File: config.mk
export PLATFORM = sky130hd
export DESIGN_NAME = boot_stream_receiver
export DESIGN_NICKNAME = d
export VERILOG_FILES = /design/src/boot_rx_pkg.sv /design/src/boot_stream_receiver.sv
export SDC_FILE = /design/constraint.sdc
export NUM_CORES = 1
export LEC_CHECK = 0
export BUFFER_PORTS_ARGS = -buffer_cell sky130_fd_sc_hd__buf_2
export CAP_MARGIN = 20
export CORE_MARGIN = 2
export CORE_UTILIZATION = 45
export DETAILED_ROUTE_END_ITERATION = 7
export HOLD_SLACK_MARGIN = 0.15
export MAX_ROUTING_LAYER = met4
export PLACE_DENSITY = 0.64
export SLEW_MARGIN = 0
export SYNTH_ARGS = -nofsm -noshare
export SYNTH_HDL_FRONTEND = slang
export SYNTH_SLANG_ARGS = --single-unit
File: constraint.sdc
create_clock -name clk_in -period 6.86 [get_ports clk_in]
set_input_delay 0.686 -clock clk_in [delete_from_list [all_inputs] [get_ports clk_in]]
set_output_delay 0.686 -clock clk_in [all_outputs]
set_load 0.005 [all_outputs]
File: src/boot_rx_pkg.sv
package boot_rx_pkg;

  // Register map, word-indexed byte addresses
  localparam logic [7:0]  ADDR_LINK_CTRL    = 8'h00;
  localparam logic [7:0]  ADDR_BOOT_STATUS  = 8'h04;
  localparam logic [7:0]  ADDR_DMA_INDEX    = 8'h08;
  localparam logic [7:0]  ADDR_DMA_COUNT    = 8'h0c;
  localparam logic [7:0]  ADDR_IRQ_ROUTE    = 8'h10;

  // Link control field positions and reset value
  localparam int          PORT_ENABLE_BIT   = 0;
  localparam int          PORT_DMA_EN_BIT   = 1;
  localparam int          DMA_CHAIN_BIT     = 2;
  localparam int          DIRECTION_BIT     = 3;
  localparam int          HANG_DISABLE_BIT  = 7;
  localparam int          CHAN_IRQ_UNMASK   = 10;
  localparam logic [31:0] LINK_CTRL_RESET   = 32'h0000_0403;
  localparam logic [31:0] LINK_CTRL_WMASK   = 32'h0000_1f8f;

  // Boot select encodings
  localparam logic [2:0]  BOOT_SEL_LINK     = 3'h4;

  // DMA defaults
  localparam logic [19:0] VECTOR_TABLE_BASE = 20'h9_0000;
  localparam logic [19:0] DMA_STEP          = 20'h0_0001;
  localparam logic [15:0] DMA_WORD_COUNT    = 16'h0180;

  // Serial master framing
  localparam logic [31:0] READ_CMD_WORD     = 32'h0000_00c0; // opcode LSB first, zero address
  localparam int          WORD_BITS         = 32;
  localparam logic [7:0]  SERIAL_DIV_HALF   = 8'h64;          // Half period in clocks

  typedef enum logic [4:0] {
    ST_IDLE    = 5'b00001,
    ST_CMD     = 5'b00010,
    ST_DATA    = 5'b00100,
    ST_LINK    = 5'b01000,
    ST_DONE    = 5'b10000
  } boot_state_e;

  // Memory write carrier
  typedef struct packed {
    logic        valid;
    logic [19:0] addr;
    logic [31:0] data;
  } mem_write_s;

endpackage

File: src/boot_stream_receiver.sv
`timescale 1ns/10ps
`default_nettype none

module boot_stream_receiver
  import boot_rx_pkg::*;
(
  input  wire logic        clk_in,            // Core clock
  input  wire logic        reset_n_in,        // Async reset, active low
  input  wire logic [2:0]  boot_select_pins_in, // Boot configuration straps
  input  wire logic        serial_miso_in,    // Serial data from slave
  output logic             serial_clock_out,  // Serial clock, idles high
  output logic             serial_select_n_out, // Slave select, active low
  output logic             serial_mosi_out,   // Serial data to slave
  input  wire logic        link_clock_in,     // Link port 0 clock from host
  input  wire logic [7:0]  link_data_pins_in, // Link port 0 data
  output logic             link_ack_out,      // Link port 0 acknowledge
  output mem_write_s       mem_wr_out,        // Internal memory write
  output logic             shared_port_irq_out, // Shared interrupt line
  output logic             serial_high_prio_irq_out, // Serial interrupt
  input  wire logic [7:0]  reg_addr_in,       // Register byte address
  input  wire logic [31:0] reg_wdata_in,      // Register write data
  input  wire logic        reg_write_in,      // Write strobe
  input  wire logic        reg_read_in,       // Read strobe
  output logic [31:0]      reg_rdata_out      // Read data, one cycle later
);

  boot_state_e state_reg;
  logic [31:0] link_ctrl_reg;
  logic [2:0]  boot_sel_reg;
  logic        strap_taken_reg;
  logic        link_route_reg;
  logic [19:0] dma_index_reg;
  logic [15:0] dma_count_reg;
  logic        done_reg;
  logic [7:0]  div_cnt_reg;
  logic [5:0]  bit_cnt_reg;
  logic [31:0] tx_shift_reg;
  logic [31:0] rx_shift_reg;
  logic [1:0]  miso_sync_reg;
  logic [1:0]  lclk_sync_reg;
  logic        lclk_prev_reg;
  logic [7:0]  ldat_sync0_reg;
  logic [7:0]  ldat_sync1_reg;
  logic [2:0]  sel_sync0_reg;
  logic [2:0]  sel_sync1_reg;
  logic [1:0]  strap_wait_reg;
  logic [23:0] pack_reg;
  logic [1:0]  byte_cnt_reg;
  logic [31:0] buf_data_reg [2];
  logic [1:0]  buf_valid_reg;
  logic        buf_rd_reg;
  logic        buf_wr_reg;
  mem_write_s  mem_wr_reg;
  logic [31:0] rdata_reg;
  logic        serial_edge;
  logic        lclk_rise;
  logic        word_take;
  logic [31:0] word_data;

  // Next DMA address after one step
  function automatic logic [19:0] step_addr(input logic [19:0] a);
    step_addr = a + DMA_STEP;
  endfunction

  // Input synchronisers; first stage feeds only the second
  always_ff @(posedge clk_in or negedge reset_n_in) begin
    if (!reset_n_in) begin
      miso_sync_reg  <= 2'h0;
      lclk_sync_reg  <= 2'h0;
      lclk_prev_reg  <= 1'b0;
      ldat_sync0_reg <= 8'h00;
      ldat_sync1_reg <= 8'h00;
      sel_sync0_reg  <= 3'h0;
      sel_sync1_reg  <= 3'h0;
    end else begin
      sel_sync0_reg  <= boot_select_pins_in;
      sel_sync1_reg  <= sel_sync0_reg;
      miso_sync_reg  <= {miso_sync_reg[0], serial_miso_in};
      lclk_sync_reg  <= {lclk_sync_reg[0], link_clock_in};
      lclk_prev_reg  <= lclk_sync_reg[1];
      ldat_sync0_reg <= link_data_pins_in;
      ldat_sync1_reg <= ldat_sync0_reg;
    end
  end

  // Host toggling the link clock is the only start of a link transfer
  assign lclk_rise = lclk_sync_reg[1] & ~lclk_prev_reg;

  // Strap capture once the synchronised straps have settled after release
  always_ff @(posedge clk_in or negedge reset_n_in) begin
    if (!reset_n_in) begin
      strap_wait_reg  <= 2'h0;
      strap_taken_reg <= 1'b0;
      boot_sel_reg    <= 3'h0;
      link_route_reg  <= 1'b0;
    end else if (!strap_taken_reg) begin
      strap_wait_reg <= {strap_wait_reg[0], 1'b1};
      if (strap_wait_reg[1]) begin
        strap_taken_reg <= 1'b1;
        boot_sel_reg    <= sel_sync1_reg;
        link_route_reg  <= (sel_sync1_reg == BOOT_SEL_LINK);
      end
    end
  end

  // Serial clock divider, one-cycle enable per half period
  always_ff @(posedge clk_in or negedge reset_n_in) begin
    if (!reset_n_in) begin
      div_cnt_reg <= 8'h00;
    end else if (div_cnt_reg == SERIAL_DIV_HALF - 8'h01) begin
      div_cnt_reg <= 8'h00;
    end else begin
      div_cnt_reg <= div_cnt_reg + 8'h01;
    end
  end
  assign serial_edge = (div_cnt_reg == SERIAL_DIV_HALF - 8'h01);

  // Boot sequencing
  always_ff @(posedge clk_in or negedge reset_n_in) begin
    if (!reset_n_in) begin
      state_reg <= ST_IDLE;
    end else begin
      case (state_reg)
        ST_IDLE: begin
          if (strap_taken_reg) begin
            state_reg <= link_route_reg ? ST_LINK : ST_CMD;
          end
        end
        ST_CMD: begin
          if (serial_edge && serial_clock_out && bit_cnt_reg == 6'(WORD_BITS)) begin
            state_reg <= ST_DATA;
          end
        end
        ST_DATA, ST_LINK: begin
          if (dma_count_reg == 16'h0000) begin
            state_reg <= ST_DONE;
          end
        end
        ST_DONE: state_reg <= ST_DONE;
        default: state_reg <= ST_IDLE;
      endcase
    end
  end

  // Serial master shifter: mode 3, LSB first, 32-bit words
  always_ff @(posedge clk_in or negedge reset_n_in) begin
    if (!reset_n_in) begin
      serial_clock_out <= 1'b1;
      bit_cnt_reg      <= 6'h00;
      tx_shift_reg     <= READ_CMD_WORD;
      rx_shift_reg     <= 32'h0000_0000;
    end else if (state_reg == ST_DATA && dma_count_reg == 16'h0000) begin
      // Park high as the frame closes, else the clock would sit low while deselected
      serial_clock_out <= 1'b1;
    end else if ((state_reg == ST_CMD || state_reg == ST_DATA) && serial_edge) begin
      serial_clock_out <= ~serial_clock_out;
      if (!serial_clock_out) begin
        // Rising edge samples the slave
        rx_shift_reg <= {miso_sync_reg[1], rx_shift_reg[31:1]};
        bit_cnt_reg  <= (bit_cnt_reg == 6'(WORD_BITS)) ? 6'h01 : bit_cnt_reg + 6'h01;
      end else if (bit_cnt_reg != 6'h00) begin
        // Falling edge presents next bit; zeros after command
        tx_shift_reg <= {1'b0, tx_shift_reg[31:1]};
      end
    end else if (word_take) begin
      bit_cnt_reg <= 6'h00;
    end
  end

  // Select held low for the whole serial boot
  assign serial_select_n_out = ~(state_reg == ST_CMD || state_reg == ST_DATA);
  assign serial_mosi_out     = tx_shift_reg[0];

  // Link byte packer, LSB byte first
  always_ff @(posedge clk_in or negedge reset_n_in) begin
    if (!reset_n_in) begin
      pack_reg     <= 24'h000000;
      byte_cnt_reg <= 2'h0;
      buf_wr_reg   <= 1'b0;
    end else begin
      buf_wr_reg <= 1'b0;
      if (state_reg == ST_LINK && lclk_rise && link_ctrl_reg[PORT_ENABLE_BIT]) begin
        byte_cnt_reg <= byte_cnt_reg + 2'h1;
        if (byte_cnt_reg == 2'h3) begin
          buf_wr_reg <= 1'b1;
        end else begin
          pack_reg <= {ldat_sync1_reg, pack_reg[23:8]};
        end
      end
    end
  end

  // Two-entry receive buffer; entry 0 drains first
  always_ff @(posedge clk_in or negedge reset_n_in) begin
    if (!reset_n_in) begin
      buf_valid_reg   <= 2'h0;
      buf_data_reg[0] <= 32'h0000_0000;
      buf_data_reg[1] <= 32'h0000_0000;
    end else begin
      if (buf_rd_reg) begin
        buf_data_reg[0]  <= buf_data_reg[1];
        buf_valid_reg[0] <= buf_valid_reg[1];
        buf_valid_reg[1] <= 1'b0;
      end
      if (buf_wr_reg) begin
        if (!buf_valid_reg[0] || (buf_rd_reg && !buf_valid_reg[1])) begin
          buf_data_reg[0]  <= {ldat_sync1_reg, pack_reg};
          buf_valid_reg[0] <= 1'b1;
        end else begin
          buf_data_reg[1]  <= {ldat_sync1_reg, pack_reg};
          buf_valid_reg[1] <= 1'b1;
        end
      end
    end
  end
  assign buf_rd_reg   = buf_valid_reg[0] && link_ctrl_reg[PORT_DMA_EN_BIT];
  assign link_ack_out = ~buf_valid_reg[1];

  // Word source: link buffer or completed serial word after first one
  assign word_take = (state_reg == ST_LINK) ? buf_rd_reg :
                     (state_reg == ST_DATA && bit_cnt_reg == 6'(WORD_BITS) &&
                      serial_edge && serial_clock_out);
  assign word_data = (state_reg == ST_LINK) ? buf_data_reg[0] : rx_shift_reg;

  // DMA address and count; words written in order
  always_ff @(posedge clk_in or negedge reset_n_in) begin
    if (!reset_n_in) begin
      dma_index_reg <= VECTOR_TABLE_BASE;
      dma_count_reg <= DMA_WORD_COUNT;
      mem_wr_reg    <= '0;
      done_reg      <= 1'b0;
    end else begin
      mem_wr_reg.valid <= 1'b0;
      if (word_take && dma_count_reg != 16'h0000) begin
        mem_wr_reg.valid <= 1'b1;
        mem_wr_reg.addr  <= dma_index_reg;
        mem_wr_reg.data  <= word_data;
        dma_index_reg    <= step_addr(dma_index_reg);
        dma_count_reg    <= dma_count_reg - 16'h0001;
      end
      if (state_reg != ST_DONE && dma_count_reg == 16'h0000 &&
          (state_reg == ST_DATA || state_reg == ST_LINK)) begin
        done_reg <= 1'b1;
      end
    end
  end
  assign mem_wr_out = mem_wr_reg;

  // Completion interrupt routed by boot select
  always_ff @(posedge clk_in or negedge reset_n_in) begin
    if (!reset_n_in) begin
      shared_port_irq_out      <= 1'b0;
      serial_high_prio_irq_out <= 1'b0;
    end else begin
      shared_port_irq_out      <= done_reg && link_route_reg &&
                                  link_ctrl_reg[CHAN_IRQ_UNMASK];
      serial_high_prio_irq_out <= done_reg && !link_route_reg;
    end
  end

  // Link control register, software writable
  always_ff @(posedge clk_in or negedge reset_n_in) begin
    if (!reset_n_in) begin
      link_ctrl_reg <= LINK_CTRL_RESET;
    end else if (reg_write_in && reg_addr_in == ADDR_LINK_CTRL) begin
      link_ctrl_reg <= reg_wdata_in & LINK_CTRL_WMASK;
    end
  end

  // Register reads, one cycle latency; unmapped reads zero
  always_ff @(posedge clk_in or negedge reset_n_in) begin
    if (!reset_n_in) begin
      rdata_reg <= 32'h0000_0000;
    end else if (reg_read_in) begin
      case (reg_addr_in)
        ADDR_LINK_CTRL:   rdata_reg <= link_ctrl_reg;
        ADDR_BOOT_STATUS: rdata_reg <= {24'h0, state_reg, boot_sel_reg};
        ADDR_DMA_INDEX:   rdata_reg <= {12'h000, dma_index_reg};
        ADDR_DMA_COUNT:   rdata_reg <= {16'h0000, dma_count_reg};
        ADDR_IRQ_ROUTE:   rdata_reg <= {30'h0, done_reg, link_route_reg};
        default:          rdata_reg <= 32'h0000_0000;
      endcase
    end else begin
      rdata_reg <= 32'h0000_0000;
    end
  end
  assign reg_rdata_out = rdata_reg;

endmodule

`default_nettype wire

# After elaboration in Yosys (flattened, before gate mapping)
# Index checks and enable logic that the tools add are counted.
[classes]
addsub = 5
n_mul = 0
div_mod_pow = 0
order_cmp = 0
n_eq_ne = 18
n_shift = 0
muxes = 29
bitwise_logic = 9
reduce_logical = 38
[op_table]
columns = ["op", "n"]
rows = [
  ["32-bit two-way mux", 5],
  ["20-bit one-hot mux with 5 select lines", 1],
  ["64-bit two-way mux", 1],
  ["53-bit two-way mux", 1],
  ["6-bit two-way mux", 4],
  ["20-bit by 1-bit adder with 20-bit output, second input constant", 1],
  ["5-bit one-hot mux with 4 select lines", 1],
  ["1-bit logical AND", 18],
  ["8-bit by 4-bit == test with 1-bit output, second input constant", 2],
  ["16-bit zero test", 1],
  ["16-bit nonzero test", 1],
  ["16-bit by 1-bit subtractor with 16-bit output, second input constant", 1],
  ["5-bit two-way mux", 3],
  ["1-bit two-way mux", 9],
  ["3-bit AND reduction", 3],
  ["8-bit by 1-bit adder with 8-bit output, second input constant", 1],
  ["8-bit by 3-bit == test with 1-bit output, second input constant", 1],
  ["8-bit by 5-bit == test with 1-bit output, second input constant", 1],
  ["8-bit by 7-bit == test with 1-bit output, second input constant", 1],
  ["8-bit zero test", 1],
  ["8-bit two-way mux", 1],
  ["2-bit != test, second input constant", 4],
  ["1-bit inverter", 8],
  ["6-bit by 1-bit adder with 6-bit output, second input constant", 1],
  ["20 further kinds", 28],
]
[word_totals]
register_bits = 321
latchBits = 0
ram_bits = 0
romBits = 0
input_bits = 57
out_inout_bits = 91
elab_cells = 132
n_memories = 0

# Depth between registers and ports, before layout
[depth]
ltp_word = 7
depth_mapped = 10

# Least setup slack after synthesis
# OpenSTA, ideal clock, no wires.
[synth_timing]
path_kind = "input port to flip-flop"
from = "in reg_addr_in[1]"
to = "reg link_ctrl_reg[11]"
setup_ns = 0.125
t_arrival_ns = 2.105
required_time_ns = 6.735
slack_ns = 4.630
stages = 5
path_buffers = 1
cell_sequence = "or4_1 > nor3_1 > and3_1 > buf_2 > mux2_2"
[synth_between]
elab_chain_cells = 2
[synth_lines]
columns = ["item", "line", "source"]
rows = [
  ["start: declaration", "boot_stream_receiver.sv:20", "input wire logic [7:0] reg_addr_in,"],
  ["8-bit zero test", "boot_stream_receiver.sv:265", "end else if (reg_write_in && reg_addr_in == ADDR_LINK_CTRL) begin"],
  ["1-bit logical AND", "boot_stream_receiver.sv:265", ""],
  ["end signal: assignment", "boot_stream_receiver.sv:266", "link_ctrl_reg <= reg_wdata_in & LINK_CTRL_WMASK;"],
  ["end: declaration", "boot_stream_receiver.sv:28", "logic [31:0] link_ctrl_reg;"],
]
# Every way passes these cells.
# A chain may end at the register's enable or synchronous reset.

# Final worst setup path
[layout_timing]
from = "reg div_cnt_reg[0]"
to = "reg mem_wr_reg (netlist bit mem_wr_out[48])"
[layout_between]
elab_chain_cells = 5
[layout_lines]
columns = ["item", "line", "source"]
rows = [
  ["start: declaration", "boot_stream_receiver.sv:35", "logic [7:0] div_cnt_reg;"],
  ["start signal: assignment", "boot_stream_receiver.sv:113", "div_cnt_reg <= div_cnt_reg + 8'h01;"],
  ["8-bit by 7-bit == test with 1-bit output", "boot_stream_receiver.sv:116", "assign serial_edge = (div_cnt_reg == SERIAL_DIV_HALF - 8'h01);"],
  ["1-bit logical AND", "boot_stream_receiver.sv:221", "(state_reg == ST_DATA && bit_cnt_reg == 6'(WORD_BITS) &&"],
  ["1-bit logical AND", "boot_stream_receiver.sv:222", "serial_edge && serial_clock_out);"],
  ["1-bit two-way mux", "boot_stream_receiver.sv:220", "assign word_take = (state_reg == ST_LINK) ? buf_rd_reg :"],
  ["1-bit logical AND", "boot_stream_receiver.sv:234", "if (word_take && dma_count_reg != 16'h0000) begin"],
  ["end: declaration", "boot_stream_receiver.sv:53", "mem_write_s mem_wr_reg;"],
]
# Every way passes these cells.

==> results.sh <==
export IMPL_start_util_pct=45.5
export IMPL_vias=8444
export IMPL_slew_violations=0
export IMPL_die_w_um=174
export IMPL_ant_nets=0
export IMPL_relSlewSlack_pct=27.0
export IMPL_rows=62
export IMPL_yosys_area_share_adder_pct=0.578
export IMPL_synth_top_area_share_pct=57.5
export IMPL_path_buf_inv=1
export IMPL_final_setup_viol_count=0
export IMPL_synth_main_ff_cell="dfrtp_1"
export IMPL_ys_seq_area_share_pct=59.7
export IMPL_diodes=0
export IMPL_synth_seq_cells=309
export IMPL_port_buffers=113
export IMPL_clk_path_buf_depth=3
export IMPL_synth_enable_flop_cells=0
export IMPL_yosys_mux_area_fraction_pct=15.1
export IMPL_required_ps=7260
export IMPL_pwr_density_cell_nw_per_um2=260
export IMPL_finalHoldViolCount=0
export IMPL_period_share_pct=43.2
export IMPL_dr_first_iter_drc_count=592
export IMPL_grt_pass1_vias=8435
export IMPL_synth_simple_area_share_pct=11.8
export IMPL_die_h_um=174
export IMPL_antenna_found_initial=0
export IMPL_synth_top_family_by_area="multiplexers"
export IMPL_critical_path_top_delay_family="simple AND/OR/NAND/NOR gates"
export IMPL_crit_chain="ha_1, nor3b_1, and2_1, a31o_2, nand2_2, buf_4, mux2_4"
export IMPL_synth_area_leaders="dfrtp_1, mux2_2, mux2i_1"
export IMPL_numClockSinks=309
export IMPL_grt_total_usage_pct=18.8
export IMPL_layout_common_cells="dfrtp_1, nand2_1, o21ai_0"
export IMPL_htree_num_levels=2
export IMPL_first_pass_iters=7
export IMPL_root_buffer="clkbuf_16"
export IMPL_power_leakage_nw=7.81
export IMPL_gp_congestion=0.784
export IMPL_drive_gt1_share_pct=25.5
export IMPL_timing_critical_path_slowest_cell_delay_ps=430
export IMPL_hp_class="in2async"
export IMPL_fp_dieArea_um2=30200
export IMPL_layout_commonest_cell="dfrtp_1"
export IMPL_coreArea_um2=28500
export IMPL_numCtsBuffers=35
export IMPL_routed_via_density=5.25
export IMPL_post_place_cells=1545
export IMPL_async_flop_share_pct=100
export IMPL_startpoint_type="register"
export IMPL_crit_cells=7
export IMPL_cp_slowest_cell="a31o_2"
export IMPL_postCtsResizedCells=0
export IMPL_cap_violations=0
export IMPL_reg2reg_depth=7
export IMPL_finalWirelength_um=26800
export IMPL_grt_pass1_wl_um=44900
export IMPL_drc_errors=0
export IMPL_cp_max_fo=41
export IMPL_wl_per_cell_um=16.7
export IMPL_cts_tree="built"
export IMPL_place_hpwl_um=17200
export IMPL_finalSetupTns_ps=0
export IMPL_stdcell_count=1609
export IMPL_largest_reg_flops=64
export IMPL_tightest_slew_ps=1100
export IMPL_syn_inst=1098
export IMPL_yosys_warnings=0
export IMPL_cts_setup_buffers=0
export IMPL_synth_cell_types=64
export IMPL_holdBufCountCts=0
export IMPL_rsz0062_at_grt="no"
export IMPL_worstSetupEndpointType="register"
export IMPL_clk_latency_ps=520
export IMPL_layout_nets=1262
export IMPL_crit_arrival_ps=3360
export IMPL_period_needed_ps=2960
export IMPL_syn_avg_cell_area_um2=11.8
export IMPL_yosysTopAreaCell="dfrtp_1"
export IMPL_synth_compound_area_share_pct=6.91
export IMPL_synth_xor_area_share_pct=2.50
export IMPL_syn_to_final_growth_pct=15.3
export IMPL_fmax_mhz=338
export IMPL_clk_pin_slew_ps=60
export IMPL_io_pins=148
export IMPL_syn_cell_area_um2=13000
export IMPL_gr_total_overflow=0
export IMPL_crit_type="reg2reg"
export IMPL_worst_ir_drop_vdd_mv=0.202
export IMPL_grt_max_degree=190
export IMPL_status="complete, no violations"
export IMPL_final_setup_skew_ps=15.0
path summary, 6_finish.rpt:
path / start / endpoint / slack [ps]
worst max-delay path: div_cnt_reg[0]$_DFF_PN0_ / mem_wr_out[48]$_DFFE_PN0P_ / 3900
worst min-delay path: reset_n_in / mem_wr_out[41]$_DFFE_PN0P_ / 270
worst max register to register: div_cnt_reg[0]$_DFF_PN0_ / mem_wr_out[48]$_DFFE_PN0P_ / 3900
worst min register to register: ldat_sync0_reg[4]$_DFF_PN0_ / ldat_sync1_reg[4]$_DFF_PN0_ / 340
max in group asynchronous: reset_n_in / mem_wr_out[10]$_DFFE_PN0P_ / 5040
min in group clk_in: boot_select_pins_in[0] / sel_sync0_reg[0]$_DFF_PN0_ / 270
layout make-up:
cell class / instances / area, um^2
clock buffer: 52 / 1010
sequential: 309 / 7750
inverter: 14 / 52.6
multi-input combinational: 713 / 4860
timing repair buffer: 126 / 711
tap: 384 / 480
clock inverter: 11 / 105
fill: 2587 / 13600
Yosys cell counts (14+ instances only):
cell type and count:
inv_1 14, nand2_1 153, mux2_2 101, nor3_1 14, dfrtp_1 298, nand3_1 21
xnor2_1 17, nand4_1 15, clkbuf_1 33, mux2i_1 78, nor2_1 45, xor2_1 20
o21ai_0 115
worst reg2reg max path: cells and delay by family (launching register included):
kind	cells	cell delay, ps
AOI/OAI and AO/OA	1	430
buffers and inverters	1	410
and+or+nand+nor	3	1030
adders and majority gates	1	210
DFF	1	380
muxes	1	380
metal layers:
metal  routed length, um  vias to the layer above  global-route usage [%]
met3                 931                       49                    2.83
met2               13300                      150                    31.0
met1               11900                     4244                    24.1
met4                 680                        0                    5.78
met5                   0                        -                       -
li1                    -                     4001                       -
per-stage QoR:
stage	hold slack (ps)	util, %	worst slack [ps]	power (mW)	cell area, um^2
after floorplan	331	-	4630	2.06	13000
after global placement	334	48.4	3920	2.14	13800
after detailed placement	335	48.5	3920	2.14	13800
after CTS	252	52.4	3900	3.94	14900
after global routing	253	52.4	3690	4.04	15000
final	270	52.4	3900	3.89	15000
power by group:
part	internal, mW	total, mW	switching (mW)
Combinational	0.0782	0.198	0.120
Clock	1.06	1.79	0.723
Sequential	1.86	1.91	0.0466
cells by family after synthesis:
kind of cell | count (synthesis)
AO/OA/AOI/OAI | 157
XOR/XNOR | 37
adder cells (fa/ha/maj) | 6
buffers and inverters | 87
flip-flops | 309
multiplexers | 182
other | 1
AND/OR/NAND/NOR | 319
Note: power is estimated with default switching activity, not from simulation.
